### src/fck_params.svh
// constants for the frame classification key builder: offsets, field
// positions, reset values and the frame type codes it compares against
`ifndef FCK_PARAMS_SVH
`define FCK_PARAMS_SVH

// frame type, header field and protocol codes
`define FCK_TYPE_OVERLOAD_FIELD_MIN      16'h0600
`define FCK_TYPE_OVERLOAD_FIELD_IPV4     16'h0800
`define FCK_TYPE_OVERLOAD_FIELD_IPV6     16'h86DD
`define FCK_IP_VER4        4'h4
`define FCK_IP_VER6        4'h6
`define FCK_LLC_SNAP_HDR   24'hAAAA03
`define FCK_PROTO_TCP      8'h06
`define FCK_PROTO_UDP      8'h11
`define FCK_IHL_PLAIN      4'h5
`define FCK_V4_MC_NIBBLE   4'hE
`define FCK_V6_MC_BYTE     8'hFF

// register offsets (byte addresses)
`define FCK_ADDR_W         8
`define FCK_OFS_ADV_CFG    8'h00
`define FCK_OFS_FRAME_CNT  8'h04
`define FCK_OFS_LAST_FLAGS 8'h08

// advanced_class_config layout
`define FCK_CFG_DST_LSB    0
`define FCK_CFG_DST_W      4
`define FCK_CFG_DSCP_LSB   4
`define FCK_CFG_DSCP_W     2
`define FCK_CFG_RESET      6'h00
`define FCK_CNT_RESET      16'h0000

`endif

### src/fck_pkg.sv
// types for the frame classification key builder
// assumes fck_params.svh is compiled alongside
`default_nettype none

package fck_pkg;

    // fields handed over by the ingress frame parser, one frame per valid
    typedef struct packed {
        logic [47:0]      dest_mac_field;
        logic [47:0]      src_mac;
        logic [15:0]      type_len;
        logic [3:0]       ip_version;
        logic [7:0]       dsap;
        logic [7:0]       ssap;
        logic [7:0]       llc_ctrl;
        logic [4:0][7:0]  snap_pid;
        logic [0:3][7:0]  payload;
        logic             more_frags;
        logic [12:0]      frag_offset;
        logic [3:0]       ihl;
        logic [5:0]       dscp;
        logic [7:0]       protocol;
        logic [31:0]      src_ip;
        logic [31:0]      dst_ip;
        logic [7:0]       dst_ip6_top;
        logic [15:0]      l4_dport;
        logic             oam_y1731;
    } fck_parse_t;

    // per-lookup context from the lookup engine
    typedef struct packed {
        logic             first_lookup;
        logic [1:0]       next_key_type;
        logic [5:0]       classified_dscp;
    } fck_lookup_t;

    typedef struct packed {
        logic [47:0]      mac_key_field;
        logic             ip_multicast_flag;
        logic             ethertype_encoded_flag;
        logic [15:0]      type_overload_field;
        logic             ip_or_llc_subnet_flag;
        logic             ipv4_flag;
        logic             fragmented_flag;
        logic             nonfirst_fragment_flag;
        logic             header_options_flag;
        logic [5:0]       dscp_key_field;
        logic [31:0]      dest_ip_field;
        logic [31:0]      src_ip_overload_field;
        logic [7:0]       protocol_key_field;
        logic             transport_flag;
        logic             stream_protocol_flag;
        logic             dst_entry;
    } fck_key_t;

endpackage

`default_nettype wire

### src/fck_key_builder.sv
// frame classification key builder: turns parsed frame fields into key
// flags and overloaded key fields, one registered cycle after the parser
// assumes parser and lookup engine share sys_clk_in; no back-pressure
//
// Notes on behaviour
// - destination select puts destination MAC, and for IP frames destination IP, into source key fields.
// - destination select comes from config indexed by the current lookup's next_key_type.
// - ip multicast flag on IPv4 top nibble 0xE or IPv6 top byte 0xFF.
// - ethertype encoded flag only when type/length is at least 0x600.
// - length frames: type field is DSAP,SSAP for LLC or PID bytes 4,3 for SNAP.
// - IP frames with transport flag: type field is the TRANSPORT_FLAG destination port.
// - IP frames without TRANSPORT_FLAG: type field is the IP protocol number.
// - other ethertype frames: type field is the EtherType itself.
// - IP-or-SNAP flag on 0x0800 with version 4 or 0x86DD with version 6.
// - length frames: IP-or-SNAP flag when LLC header bytes are AA-AA-03.
// - IPv4 flag only for EtherType 0x800 with version 4.
// - fragmented flag for IPv4 with more-fragments set or nonzero offset.
// - non-first fragment flag only for IPv4 with nonzero offset.
// - options flag when IPv4 header length exceeds 5; options never parsed.
// - DSCP field from IP frames (zero otherwise), or classified DSCP when per-lookup enable set.
// - destination IP field is IPv4 address or low 32 bits of IPv6.
// - source IP field carries LLC, SNAP or payload bytes for non-IP frames.
// - IP frames: source IP field is IPv4 source or low 32 bits of IPv6.
// - protocol field is IPv4 protocol or IPv6 next header.
// - transport flag for protocol 6 or 17, forced on for OAM Y.1731.
// - stream protocol flag for IPv4 or IPv6 protocol 6.
`timescale 1ns/1ps
`default_nettype none
`include "fck_params.svh"

module fck_key_builder
    import fck_pkg::*;
(
    // clock and reset
    input  wire logic                    sys_clk_in,
    input  wire logic                    resetn_in,
    // parser side and per-lookup context from the lookup engine
    input  wire logic                    parse_valid_in,
    input  wire fck_parse_t              parse_in,
    input  wire fck_lookup_t             lookup_in,
    // lookup engine side
    output logic                         key_valid_out,
    output fck_key_t                     key_out,
    // register port
    input  wire logic [`FCK_ADDR_W-1:0]  reg_addr_in,
    input  wire logic [31:0]             reg_wdata_in,
    input  wire logic                    reg_wr_in,
    input  wire logic                    reg_rd_in,
    output logic [31:0]                  reg_rdata_out
);

    function automatic logic is_transport(input logic [7:0] proto);
        is_transport = (proto == `FCK_PROTO_TCP) || (proto == `FCK_PROTO_UDP);
    endfunction

    function automatic logic is_ipv4(input fck_parse_t p);
        is_ipv4 = (p.type_len == `FCK_TYPE_OVERLOAD_FIELD_IPV4) && (p.ip_version == `FCK_IP_VER4);
    endfunction

    function automatic logic is_ipv6(input fck_parse_t p);
        is_ipv6 = (p.type_len == `FCK_TYPE_OVERLOAD_FIELD_IPV6) && (p.ip_version == `FCK_IP_VER6);
    endfunction

    // advanced_class_config: one destination-select bit per next_key_type,
    // one use_classified_dscp_enable bit per lookup (first, second)
    logic [`FCK_CFG_DST_W-1:0]   dst_sel_cfg_q;
    logic [`FCK_CFG_DSCP_W-1:0]  use_cl_dscp_cfg_q;
    logic [15:0]                 frame_cnt_q;
    logic [31:0]                 rdata_q;
    logic                        key_valid_q;
    fck_key_t                    key_q;
    fck_key_t                    key_d;

    // decoded frame class
    logic                        type_overload_field_enc;
    logic                        ip4;
    logic                        ip6;
    logic                        ip_any;
    logic                        snap;
    logic                        dst_sel;
    logic                        use_cl_dscp;

    always_comb begin
        type_overload_field_enc   = parse_in.type_len >= `FCK_TYPE_OVERLOAD_FIELD_MIN;
        ip4         = type_overload_field_enc && is_ipv4(parse_in);
        ip6         = type_overload_field_enc && is_ipv6(parse_in);
        ip_any      = ip4 || ip6;
        snap        = !type_overload_field_enc &&
                      ({parse_in.dsap, parse_in.ssap, parse_in.llc_ctrl} ==
                       `FCK_LLC_SNAP_HDR);
        dst_sel     = dst_sel_cfg_q[lookup_in.next_key_type];
        use_cl_dscp = lookup_in.first_lookup ? use_cl_dscp_cfg_q[0]
                                             : use_cl_dscp_cfg_q[1];
    end

    always_comb begin
        key_d = '0;
        key_d.dst_entry              = dst_sel;
        key_d.ethertype_encoded_flag = type_overload_field_enc;
        key_d.ip_or_llc_subnet_flag  = ip_any || snap;
        key_d.ipv4_flag              = ip4;
        // destination MAC swapped in when destination select is on
        key_d.mac_key_field = dst_sel ? parse_in.dest_mac_field
                                      : parse_in.src_mac;
        key_d.ip_multicast_flag =
            (ip4 && parse_in.dst_ip[31:28] == `FCK_V4_MC_NIBBLE) ||
            (ip6 && parse_in.dst_ip6_top == `FCK_V6_MC_BYTE);
        // fragment and option flags are IPv4 only; options are not walked
        key_d.fragmented_flag =
            ip4 && (parse_in.more_frags || parse_in.frag_offset != 13'h0000);
        key_d.nonfirst_fragment_flag =
            ip4 && (parse_in.frag_offset != 13'h0000);
        key_d.header_options_flag = ip4 && (parse_in.ihl > `FCK_IHL_PLAIN);
        if (use_cl_dscp) begin
            key_d.dscp_key_field = lookup_in.classified_dscp;
        end else if (ip_any) begin
            key_d.dscp_key_field = parse_in.dscp;
        end
        if (ip_any) begin
            key_d.protocol_key_field = parse_in.protocol;
            key_d.dest_ip_field      = parse_in.dst_ip;
            key_d.stream_protocol_flag =
                parse_in.protocol == `FCK_PROTO_TCP;
        end
        // OAM Y.1731 overloads the transport flag regardless of frame type
        key_d.transport_flag =
            (ip_any && is_transport(parse_in.protocol)) ||
            parse_in.oam_y1731;
        // type overload field
        if (!type_overload_field_enc && !snap) begin
            key_d.type_overload_field = {parse_in.dsap, parse_in.ssap};
        end else if (!type_overload_field_enc) begin
            key_d.type_overload_field = {parse_in.snap_pid[4],
                                         parse_in.snap_pid[3]};
        end else if (ip_any && key_d.transport_flag) begin
            key_d.type_overload_field = parse_in.l4_dport;
        end else if (ip_any) begin
            key_d.type_overload_field = {8'h00, parse_in.protocol};
        end else begin
            key_d.type_overload_field = parse_in.type_len;
        end
        // source IP overload field
        if (!type_overload_field_enc && !snap) begin
            key_d.src_ip_overload_field = {parse_in.llc_ctrl, parse_in.payload[0],
                                           parse_in.payload[1],
                                           parse_in.payload[2]};
        end else if (!type_overload_field_enc) begin
            key_d.src_ip_overload_field = {parse_in.snap_pid[2], parse_in.snap_pid[1],
                                           parse_in.snap_pid[0],
                                           parse_in.payload[0]};
        end else if (ip_any) begin
            key_d.src_ip_overload_field = dst_sel ? parse_in.dst_ip
                                                  : parse_in.src_ip;
        end else begin
            key_d.src_ip_overload_field = parse_in.payload;
        end
    end

    // key pipeline stage; key holds its last value between frames
    always_ff @(posedge sys_clk_in or negedge resetn_in) begin
        if (!resetn_in) begin
            key_q <= '0;
        end else if (parse_valid_in) begin
            key_q <= key_d;
        end
    end

    always_ff @(posedge sys_clk_in or negedge resetn_in) begin
        if (!resetn_in) begin
            key_valid_q <= 1'b0;
        end else begin
            key_valid_q <= parse_valid_in;
        end
    end

    // frames keyed since reset, wraps; lets software see traffic
    always_ff @(posedge sys_clk_in or negedge resetn_in) begin
        if (!resetn_in) begin
            frame_cnt_q <= `FCK_CNT_RESET;
        end else if (parse_valid_in) begin
            frame_cnt_q <= frame_cnt_q + 16'h0001;
        end
    end

    // config writes; other offsets ignore writes
    always_ff @(posedge sys_clk_in or negedge resetn_in) begin
        if (!resetn_in) begin
            {use_cl_dscp_cfg_q, dst_sel_cfg_q} <= `FCK_CFG_RESET;
        end else if (reg_wr_in && reg_addr_in == `FCK_OFS_ADV_CFG) begin
            dst_sel_cfg_q     <= reg_wdata_in[`FCK_CFG_DST_LSB +: `FCK_CFG_DST_W];
            use_cl_dscp_cfg_q <= reg_wdata_in[`FCK_CFG_DSCP_LSB +: `FCK_CFG_DSCP_W];
        end
    end

    // read data stands only in the cycle after the strobe
    always_ff @(posedge sys_clk_in or negedge resetn_in) begin
        if (!resetn_in) begin
            rdata_q <= 32'h0000_0000;
        end else if (reg_rd_in) begin
            unique case (reg_addr_in)
                `FCK_OFS_ADV_CFG:    rdata_q <= {26'h0000000, use_cl_dscp_cfg_q,
                                                 dst_sel_cfg_q};
                `FCK_OFS_FRAME_CNT:  rdata_q <= {16'h0000, frame_cnt_q};
                `FCK_OFS_LAST_FLAGS: rdata_q <= {22'h000000,
                                                 key_q.dst_entry,
                                                 key_q.stream_protocol_flag,
                                                 key_q.transport_flag,
                                                 key_q.header_options_flag,
                                                 key_q.nonfirst_fragment_flag,
                                                 key_q.fragmented_flag,
                                                 key_q.ipv4_flag,
                                                 key_q.ip_or_llc_subnet_flag,
                                                 key_q.ethertype_encoded_flag,
                                                 key_q.ip_multicast_flag};
                default:             rdata_q <= 32'h0000_0000;
            endcase
        end else begin
            rdata_q <= 32'h0000_0000;
        end
    end

    assign key_valid_out = key_valid_q;
    assign key_out       = key_q;
    assign reg_rdata_out = rdata_q;
endmodule

`default_nettype wire

### config.mk
export PLATFORM = sky130hd
export DESIGN_NAME = fck_key_builder
export DESIGN_NICKNAME = d
export VERILOG_FILES = /design/src/fck_pkg.sv /design/src/fck_key_builder.sv
export VERILOG_INCLUDE_DIRS = /design/src
export SDC_FILE = /design/constraint.sdc
export NUM_CORES = 1
export LEC_CHECK = 0
export BUFFER_PORTS_ARGS = -buffer_cell sky130_fd_sc_hd__buf_2
export CORE_AREA = 5 5 217 219
export DETAILED_ROUTE_END_ITERATION = 7
export DIE_AREA = 0 0 222 224
export RECOVER_POWER = 50
export SETUP_SLACK_MARGIN = 0.5
export SLEW_MARGIN = 20
export SYNTH_ARGS = -nofsm -noshare
export SYNTH_HDL_FRONTEND = slang
export SYNTH_SLANG_ARGS = --single-unit
### constraint.sdc
create_clock -name sys_clk_in -period 1.9 [get_ports sys_clk_in]
set_input_delay 0.285 -clock sys_clk_in [delete_from_list [all_inputs] [get_ports sys_clk_in]]
set_output_delay 0.285 -clock sys_clk_in [all_outputs]
set_load 0.1 [all_outputs]
==> metrics, run 1 <==
most common cell in the netlist dfrtp_1; hpwl dp ~40000 microns; Critical Path Start dst_sel_cfg_q[0]$_DFFE_PN0P_; endpoints failing hold 0; fin nets between 2k and 2.5k; placed cell areas about 15000 sq um; GRT Total Usage 0.2056; Avg WL per Cell 23.49 microns; total grt overflow 0; Final Wtd Congestion just over 0.9; HP Class input port to register; worst reg2reg path depth 10; logic depth of the worst setup path including buffers 10; Commonest cells post-synth dfrtp_1 (191), nor2_1 (104), mux2i_1 (99), a21oi_1 (85), nand2_1 (66); Setup Viol. Count Final 75; I/O Pins 572; port buffer count 528; sequential area share after synthesis 0.4751; Syn. warnings 0; Max-Cap Viols 0; CP Capture Type register; CP endpoint key_out[130]$_DFFE_PN0P_; worst skew pair latency between 0.4 and 0.5 ns; Root Buffer clkbuf_16; DR vias 11.23k; vias in the first global route 11.71k; die width approximately 220 microns; vias per inst ~4.8; initial antenna violation count 17; delay of the slowest cell on the worst path roughly 0.4 ns; Initial Utilization 0.2241; Worst-path clk slew ~0.070 ns; metal3 WL between 4000 and 5000 microns; CP Class register to register; Crit path arrival time between 2 and 2.5 ns; Static Leak 9.220 nW; pre-CTS setup slack -0.6393 ns; die area approximately 50000 sq um; Final period util 1.077; fin. max-slew vios 0; largest net degree at the start of global routing between 100 and 150; Detail Route Antenna Nets 0; CTS H-tree depth 4; worst-path maximum fanout 7; clock buffer depth 2; crit-path cells mux2_4 > o21ai_4 > buf_12 > buf_12 > buf_16 > buf_12 > buf_12 > buf_12 > mux2i_2 > a21oi_1; CTS sink count 191; First-pass DRT Iterations 5; top cell family by delay on the critical path buffers and inverters; CTS tree done; final worst slack -0.1471 ns; worst relative slew slack 0.2005; Setup crit start kind register; RSZ-0062 raised after global routing true; total power between 10 and 15 mW; fill count ~4.1k; Post-Syn Area roughly 10000 sq um; initial drt markers between 700 and 800; Finished Layout Cells 2321; Critical R2R Launch dst_sel_cfg_q[0]$_DFFE_PN0P_; core area roughly 45000 sq um; first-pass GRT wire length between 70000 and 80000 microns; Synth cell types 67; run status finished with violations; most used cell, CP buf_12; largest area contributor in the synthesized netlist dfrtp_1; post-synthesis register bit count about 190; uppermost layer routed met5; P&R area growth vs syn 96.62%; Power Density about 680 nW/um^2; final instance area 19780 sq um; Synth Instances 974; Synth area leaders dfrtp_1 (48%), mux2i_1 (9.8%), mux2_2 (4.3%); drc violations 0; violated checks negative setup slack; register area about 4800 sq um; clk_skew 0.01783 ns; met1 wire length between 20000 and 25000 microns; # rows 78; Post-synth EDFFs 0; Slowest cell on crit path dfrtp_1; flop2flop setup slack -0.15 ns; min cycle time layout approximately 2 ns; fmax a little under 500 MHz; final WL about 55000 microns; CTS buffer count 17; WL met2 between 20000 and 30000 microns; VDD IR max between 500 and 600 uV; fraction of layout cells with a size suffix above 1 0.6026; most common flop cell mapped by yosys dfrtp_1; worst slew pin tran between 1 and 1.5 ns; WP buf/inv 6; Synth top area share 0.4751; Die Y ~220 microns; area taken by multi-input logic gates 6102 sq um; Data required, critical path 2.22 ns; Post-synth ARST share 1.000; Inst Count DP ~2.2k; Post-Syn Area per Cell 10.33 sq um; terminus of the critical flop-to-flop path key_out[130]$_DFFE_PN0P_
==> what timing repair did <==
| item | CTS | global route |
|---|---|---|
| gates resized for setup | 637 | 240 |
| setup endpoints to repair | 325 | 309 |
| setup buffers | 65 | 43 |
| hold endpoints to repair | 32 | 0 |
| pin swaps | 38 | 24 |
| cloned | 10 | 2 |
| hold buffers | 1 | 0 |
==> placed cells by master, fill, tap and decap left out, drive strengths merged, types with 9 or more instances in the layout <==
master | synthesis | layout
o21ai | 16 | 16
a41oi | 11 | 11
mux2i | 99 | 99
inv | 3 | 11
xnor2 | 10 | 10
clkbuf | 46 | 37
nand3 | 32 | 32
a21oi | 85 | 85
a31oi | 25 | 25
nand4 | 9 | 9
o2bb2ai | 44 | 44
nor2 | 105 | 105
nor3 | 9 | 9
and3 | 26 | 26
o221ai | 14 | 14
dfrtp | 191 | 191
mux2 | 41 | 41
conb | 1 | 16
buf | 48 | 767
nand2 | 67 | 67
==> worst min path at each step <==
stage | depth (start not counted) | slack, ns | start | to
after floorplan | 0 | -0.01 | resetn_in | dst_sel_cfg_q[0]$_DFFE_PN0P_
after global placement | 1 | 0.22 | resetn_in | key_out[149]$_DFFE_PN0P_
after detailed placement | 1 | 0.22 | resetn_in | key_out[109]$_DFFE_PN0P_
after CTS | 2 | 0.02 | reg_wdata_in[2] | dst_sel_cfg_q[2]$_DFFE_PN0P_
after global routing | 2 | 0.04 | reg_wdata_in[0] | dst_sel_cfg_q[0]$_DFFE_PN0P_
final | 2 | 0.07 | reg_wdata_in[3] | dst_sel_cfg_q[3]$_DFFE_PN0P_
==> sequential cells by signal, summed over array words and instances (netlist names) <==
name and cells:
dst_sel_cfg_q 4, frame_cnt_q 16, key_out 152, key_valid_out 1, reg_rdata_out 16, use_cl_dscp_cfg_q 2
==> cells by family after synthesis <==
logic type,count (synthesis),share of synthesized area
xor+xnor,15,0.01306
flops,191,0.4751
fa+ha+maj,1,0.001243
compound gates,242,0.1730
buf+inv,98,0.05211
other cells,1,0.0003727
simple gates,286,0.1408
mux,140,0.1444
==> metal layers <==
layer / track usage / vias to the layer above
met5: 0 / -
met4: 0.08451 / 8
met2: 0.3488 / 578
met1: 0.2424 / 5512
li1: - / 5015
met3: 0.06500 / 113
==> power breakdown <==
part	total, mW	internal (mW)	switching [mW]
Sequential	4.73	4.37	0.357
Combinational	4.85	1.82	3.04
Clock	3.78	1.88	1.90
==> area by class of cell <==
| type | count | area share |
|---|---|---|
| repair buffers | 789 | 0.3789 |
| multi-input cells | 700 | 0.3085 |
| flip-flops and latches | 191 | 0.2429 |
| well taps | 600 | 0.03795 |
| clock buffers | 17 | 0.02151 |
| clock inverters | 15 | 0.008665 |
| inverters | 4 | 0.0008855 |
| diodes | 5 | 0.0006325 |
==> metrics by stage <==
stage,util,setup TNS [ns],hold slack (ns)
2_1_floorplan,-,-2.241,-0.01059
3_3_place_gp,0.3276,-47.31,0.2158
3_5_place_dp,0.3276,-53.55,0.2163
4_1_cts,0.4140,-2.800,0.01859
5_1_grt,0.4405,-12.17,0.03952
6_report,0.4406,-5.441,0.06908
Note: power is estimated with default switching activity, not from simulation.
==> run 2: changes to the inputs <==
Settings changed: CORE_AREA 5 5 217 219 to 5 5 220 222, DIE_AREA 0 0 222 224 to 0 0 225 227.
Clock period 1.9 ns to 2.1 ns, I/O delays scaled along.
==> run 2 against run 1 <==
The run ends with max-capacitance violations, max-slew violations left. Combinational power is 22% lower. Worst hold slack better by 0.0070 ns. Critical path depth fell by 2. Critical endpoint is now key_out[30]$_DFFE_PN0P_. Die area increased by 2.7%. Utilization fell by 6.2 points. Register-to-register slack improved by 0.19 ns. Clock-buffer cell count up 2. Clock power shrank 8.7%. Wire length shrank 3.1%. Critical path type unchanged. Via count fell by 4.3%. Global-route usage shrank 0.98 points.
==> metrics, run 2 (synthesis gave the netlist of run 1 again) <==
Avg WL per Cell about 24 microns; total grt overflow 0; Data required, critical path approximately 2.5 ns; I/O Pins between 500 and 600; crit-path cells mux2_4 > o21ai_4 > buf_12 > buf_16 > mux2i_4 > buf_6 > nor3_2 > o32a_1; fin. max-slew vios 27; worst reg2reg path depth 8; top cell family by delay on the critical path multiplexers; hpwl dp about 40000 microns; clock buffer depth 2; die area between 50000 and 60000 sq um; clk_skew slightly above 0.02 ns; final WL ~53000 microns; total power around 11 mW; most frequent cells in the layout buf_2 (353), dfrtp_1 (187), buf_4 (182), nor2_1 (100), mux2i_1 (78); worst-path maximum fanout 7; HP Class input port to register; WHS Path Cells 2; Die Y 227 microns; Largest register FFs 152; GRT Total Usage 0.1958; initial antenna violation count 10; CP Class register to register; worst relative slew slack -0.03855; Critical R2R Launch dst_sel_cfg_q[0]$_DFFE_PN0P_; core area between 40000 and 50000 sq um; Static Leak roughly 8.3 nW; Root Buffer clkbuf_16; most common cell after layout, fill and taps aside buf_2; Detail Route Antenna Nets 0; Crit path arrival time approximately 2.4 ns; Util after Layout 0.3784; Critical Path Start dst_sel_cfg_q[0]$_DFFE_PN0P_; die width approximately 230 microns; P&R area growth vs syn 73.61%; flop2flop setup slack slightly above 0.04 ns; fin nets 2000; worst slew pin tran 1.555 ns; CP Capture Type register; min cycle time layout 2.059 ns; DR vias about 11k; violated checks max-capacitance violations, max-slew violations; CTS H-tree depth 4; first-pass GRT wire length around 74000 microns; Final period util 0.9806; WP buf/inv 3; Worst-path clk slew about 0.080 ns; Max-Cap Viols 1; Hold Path Sink use_cl_dscp_cfg_q[1]$_DFFE_PN0P_; worst skew pair latency 0.49 ns; CTS buffer count 17; delay of the slowest cell on the worst path ~0.4 ns; Setup crit start kind register; Worst Hold Launch reg_wdata_in[5]; VDD IR max 518.9 uV; run status finished with violations; port buffer count 528; Power Density ~650 nW/um^2; vias in the first global route 11.42k; endpoints failing hold 0; drc violations 0; Slowest cell on crit path dfrtp_1; RSZ-0062 raised after global routing true; terminus of the critical flop-to-flop path key_out[30]$_DFFE_PN0P_; fraction of layout cells with a size suffix above 1 0.5692; fmax slightly below 500 MHz; Initial Utilization 0.2180; Setup Viol. Count Final 0; First-pass DRT Iterations 5; largest net degree at the start of global routing between 90 and 100; hold slack between 0.07 and 0.08 ns; initial drt markers 544; CTS sink count 191; vias per inst 4.801; Final Wtd Congestion 0.8672; # rows 79; CTS tree done
run 2: repair_timing:
item                                   CTS  global route
gates cloned                            13             2
hold buffers                             1             0
resized for setup                      301           145
setup endpoints to repair              303           163
pin swaps                               42            69
setup buffers                           28            15
endpoints found under the hold margin   27             0
run 2: stage by stage:
step	area, sq um	setup slack, ns	instances	setup TNS, ns
finish	17470	0.04082	2238	0
global route	17460	-0.01637	2234	-0.02232
CTS	16680	0.05279	2215	0
detailed placement	14450	-0.8533	2141	-42.47
global placement	14450	-0.8657	2141	-39.00
floorplan	10650	0.06914	989	0
run 2: report_power, final:
part           internal, mW  switching, mW
clock                  1.75           1.70
sequential             3.95          0.232
combinational          1.11           2.69
total                  6.80           4.62
run 2: how the worst max path moves through the flow:
stage | end | slack (ns) | depth (start not counted)
2_1_floorplan | key_out[12]$_DFFE_PN0P_ | 0.07 | 9
3_3_place_gp | key_out[87]$_DFFE_PN0P_ | -0.87 | 9
3_5_place_dp | key_out[87]$_DFFE_PN0P_ | -0.85 | 9
4_1_cts | key_out[30]$_DFFE_PN0P_ | 0.05 | 8
5_1_grt | key_out[12]$_DFFE_PN0P_ | -0.02 | 10
6_report | key_out[30]$_DFFE_PN0P_ | 0.04 | 8
run 2: final cells by class:
class                      instances  area, sq um
tap                              607        759.5
timing repair buffer             697         5195
inverter                           4        17.52
fill                            4490        28690
antenna                            6        15.01
multi-input combinational        701         6096
sequential                       191         4785
clock buffer                      19        452.9
clock inverter                    13        146.4
run 2: metal layers:
layer | up-vias | part of all wire | wire length, microns | GRT usage
li1 | 4839 | - | - | -
met1 | 5250 | 0.38 | 19820 | 0.2215
met4 | 6 | 0.050 | 2645 | 0.08996
met3 | 115 | 0.082 | 4336 | 0.06538
met5 | - | 0.00074 | 39 | 0
met2 | 534 | 0.49 | 25980 | 0.3361
run 2: worst register-to-register path, stage by stage, from the launching register on:
cell	delay (ns)
dfrtp_1	0.39
mux2_4	0.29
o21ai_4	0.14
buf_12	0.13
buf_16	0.16
mux2i_4	0.34
buf_6	0.13
nor3_2	0.03
o32a_1	0.34
==> run 3: changes to the inputs <==
Settings changed: CORE_AREA 5 5 220 222 to 8 8 216 218, DIE_AREA 0 0 225 227 to 0 0 224 226.
==> run 3 against run 2 <==
The flow still finishes with violations (max-capacitance violations, max-slew violations). First-iteration DRC count rose by 6.4%. Global-route usage rose by 0.16 points. Maximum frequency rose by 2.3%. Register-to-register slack improved by 0.05 ns. Flip-flop and latch count did not move. Design area fell by 3.0%. Sequential power barely moved. Clock power rose by 7.0%. Non-clock buffer count fell by 19. Largest cell class unchanged. Largest power group unchanged.
==> metrics, run 3 (synthesis gave the netlist of run 1 again) <==
run status finished with violations; violated checks max-capacitance violations, max-slew violations; first-pass GRT wire length 73890 microns; Avg WL per Cell between 20 and 25 microns; die area 50620 sq um; core area 43450 sq um; fraction of layout cells with a size suffix above 1 0.5502; Setup crit start kind register; Worst-path clk slew 0.08 ns; Final period util 0.9582; HP Class input port to register; Initial Utilization 0.2315; delay of the slowest cell on the worst path 0.39 ns; crit-path cells mux2_4 > o21ai_4 > buf_12 > buf_16 > mux2i_2 > buf_4 > nor3_2 > o32a_1; final WL 52860 microns; placed cell areas ~14000 sq um; Detail Route Antenna Nets 0; fin nets roughly 2.0k; Slowest cell on crit path dfrtp_1; P&R area growth vs syn 68.41%; final instance area around 17000 sq um; I/O Pins around 570; GRT Total Usage 0.1974; top cell family by delay on the critical path multiplexers; clock buffer depth 2; RSZ-0062 raised after global routing true; worst slew pin tran between 1.5 and 2 ns; Largest register FFs 152; most frequent cells in the layout buf_2 (356), dfrtp_1 (188), buf_4 (182), nor2_1 (100), mux2i_1 (80); fmax a little under 500 MHz; clk_skew approximately 0.011 ns; CTS sink count about 190; Static Leak approximately 8 nW; fin. max-slew vios 61; initial antenna violation count 12; Data required, critical path around 2.5 ns; Power Density a little under 700 nW/um^2; CP Capture Type register; VDD IR max roughly 480 uV; drc violations 0; DR vias 10.73k; min cycle time layout about 2 ns; # rows a little under 80; largest net degree at the start of global routing around 110; worst skew pair latency about 0.49 ns; most common cell after layout, fill and taps aside buf_2; fill count roughly 4.3k; Crit path arrival time approximately 2.4 ns; CP Class register to register; First-pass DRT Iterations 5; Setup Viol. Count Final 0; CTS buffer count 17; CTS H-tree depth 4; hpwl dp around 40000 microns; worst relative slew slack -0.02727; total power about 12 mW; WP buf/inv 3; Final Wtd Congestion roughly 0.9; port buffer count 528; vias per inst 4.875; worst-path maximum fanout 7; vias in the first global route about 12k; die width around 220 microns; CTS tree done; Root Buffer clkbuf_16; endpoints failing hold 0; Die Y about 230 microns; initial drt markers approximately 580; Max-Cap Viols 1; hold slack 0.06662 ns; total grt overflow 0
## run 3: where the power goes
part | internal (mW) | leakage (nW) | switching (mW) | total (mW)
Combinational | 1.06 | 5.37 | 2.67 | 3.73
Clock | 2.11 | 0.307 | 1.58 | 3.69
Sequential | 3.95 | 2.38 | 0.228 | 4.18
Total | 7.12 | 8.05 | 4.48 | 11.6
## run 3: layer usage
metal | part of all wire | GRT usage
met5 | 0.00096 | 0
met4 | 0.037 | 0.08432
met3 | 0.085 | 0.06817
met2 | 0.49 | 0.3343
met1 | 0.39 | 0.2245
## run 3: final timing paths
kind                                              start                                to  slack, ns  cells after the start
min                                     reg_wdata_in[5]  use_cl_dscp_cfg_q[1]$_DFFE_PN0P_       0.07                      2
min reg2reg                 frame_cnt_q[15]$_DFFE_PN0P_       frame_cnt_q[15]$_DFFE_PN0P_       0.48                      1
max in group asynchronous                     resetn_in          key_out[135]$_DFFE_PN0P_       0.24                      3
max reg2reg                dst_sel_cfg_q[2]$_DFFE_PN0P_           key_out[30]$_DFFE_PN0P_       0.09                      8
min in group asynchronous                     resetn_in          key_out[115]$_DFFE_PN0P_       0.79                      2
max                        dst_sel_cfg_q[2]$_DFFE_PN0P_           key_out[30]$_DFFE_PN0P_       0.09                      8
## run 3: final cells by class
class	instances	area, sq um	share of cell area
antenna	6	15.01	0.0008861
clock buffer	17	425.4	0.02511
clock inverter	12	206.4	0.01218
inverter	4	17.52	0.001034
multi-input combinational	701	5824	0.3437
sequential	191	4783	0.2823
tap	592	740.7	0.04372
timing repair buffer	678	4931	0.2910
## run 3: timing repair
item,in CTS,in global routing
setup endpoints to repair,303,160
pin swaps,35,31
setup buffers,20,10
hold buffers,1,0
cloned,12,6
resized for setup,269,93
endpoints found under the hold margin,56,0
## run 3: stage by stage
stage            util  worst slack (ns)  setup TNS [ns]  std cells
2_1_floorplan       -           0.06914               0        989
3_3_place_gp   0.3293           -0.6107          -30.89       2117
3_5_place_dp   0.3293           -0.6655          -35.55       2117
4_1_cts        0.3767           0.09114               0       2179
5_1_grt        0.3897           0.03337               0       2197
6_report       0.3900           0.08778               0       2201
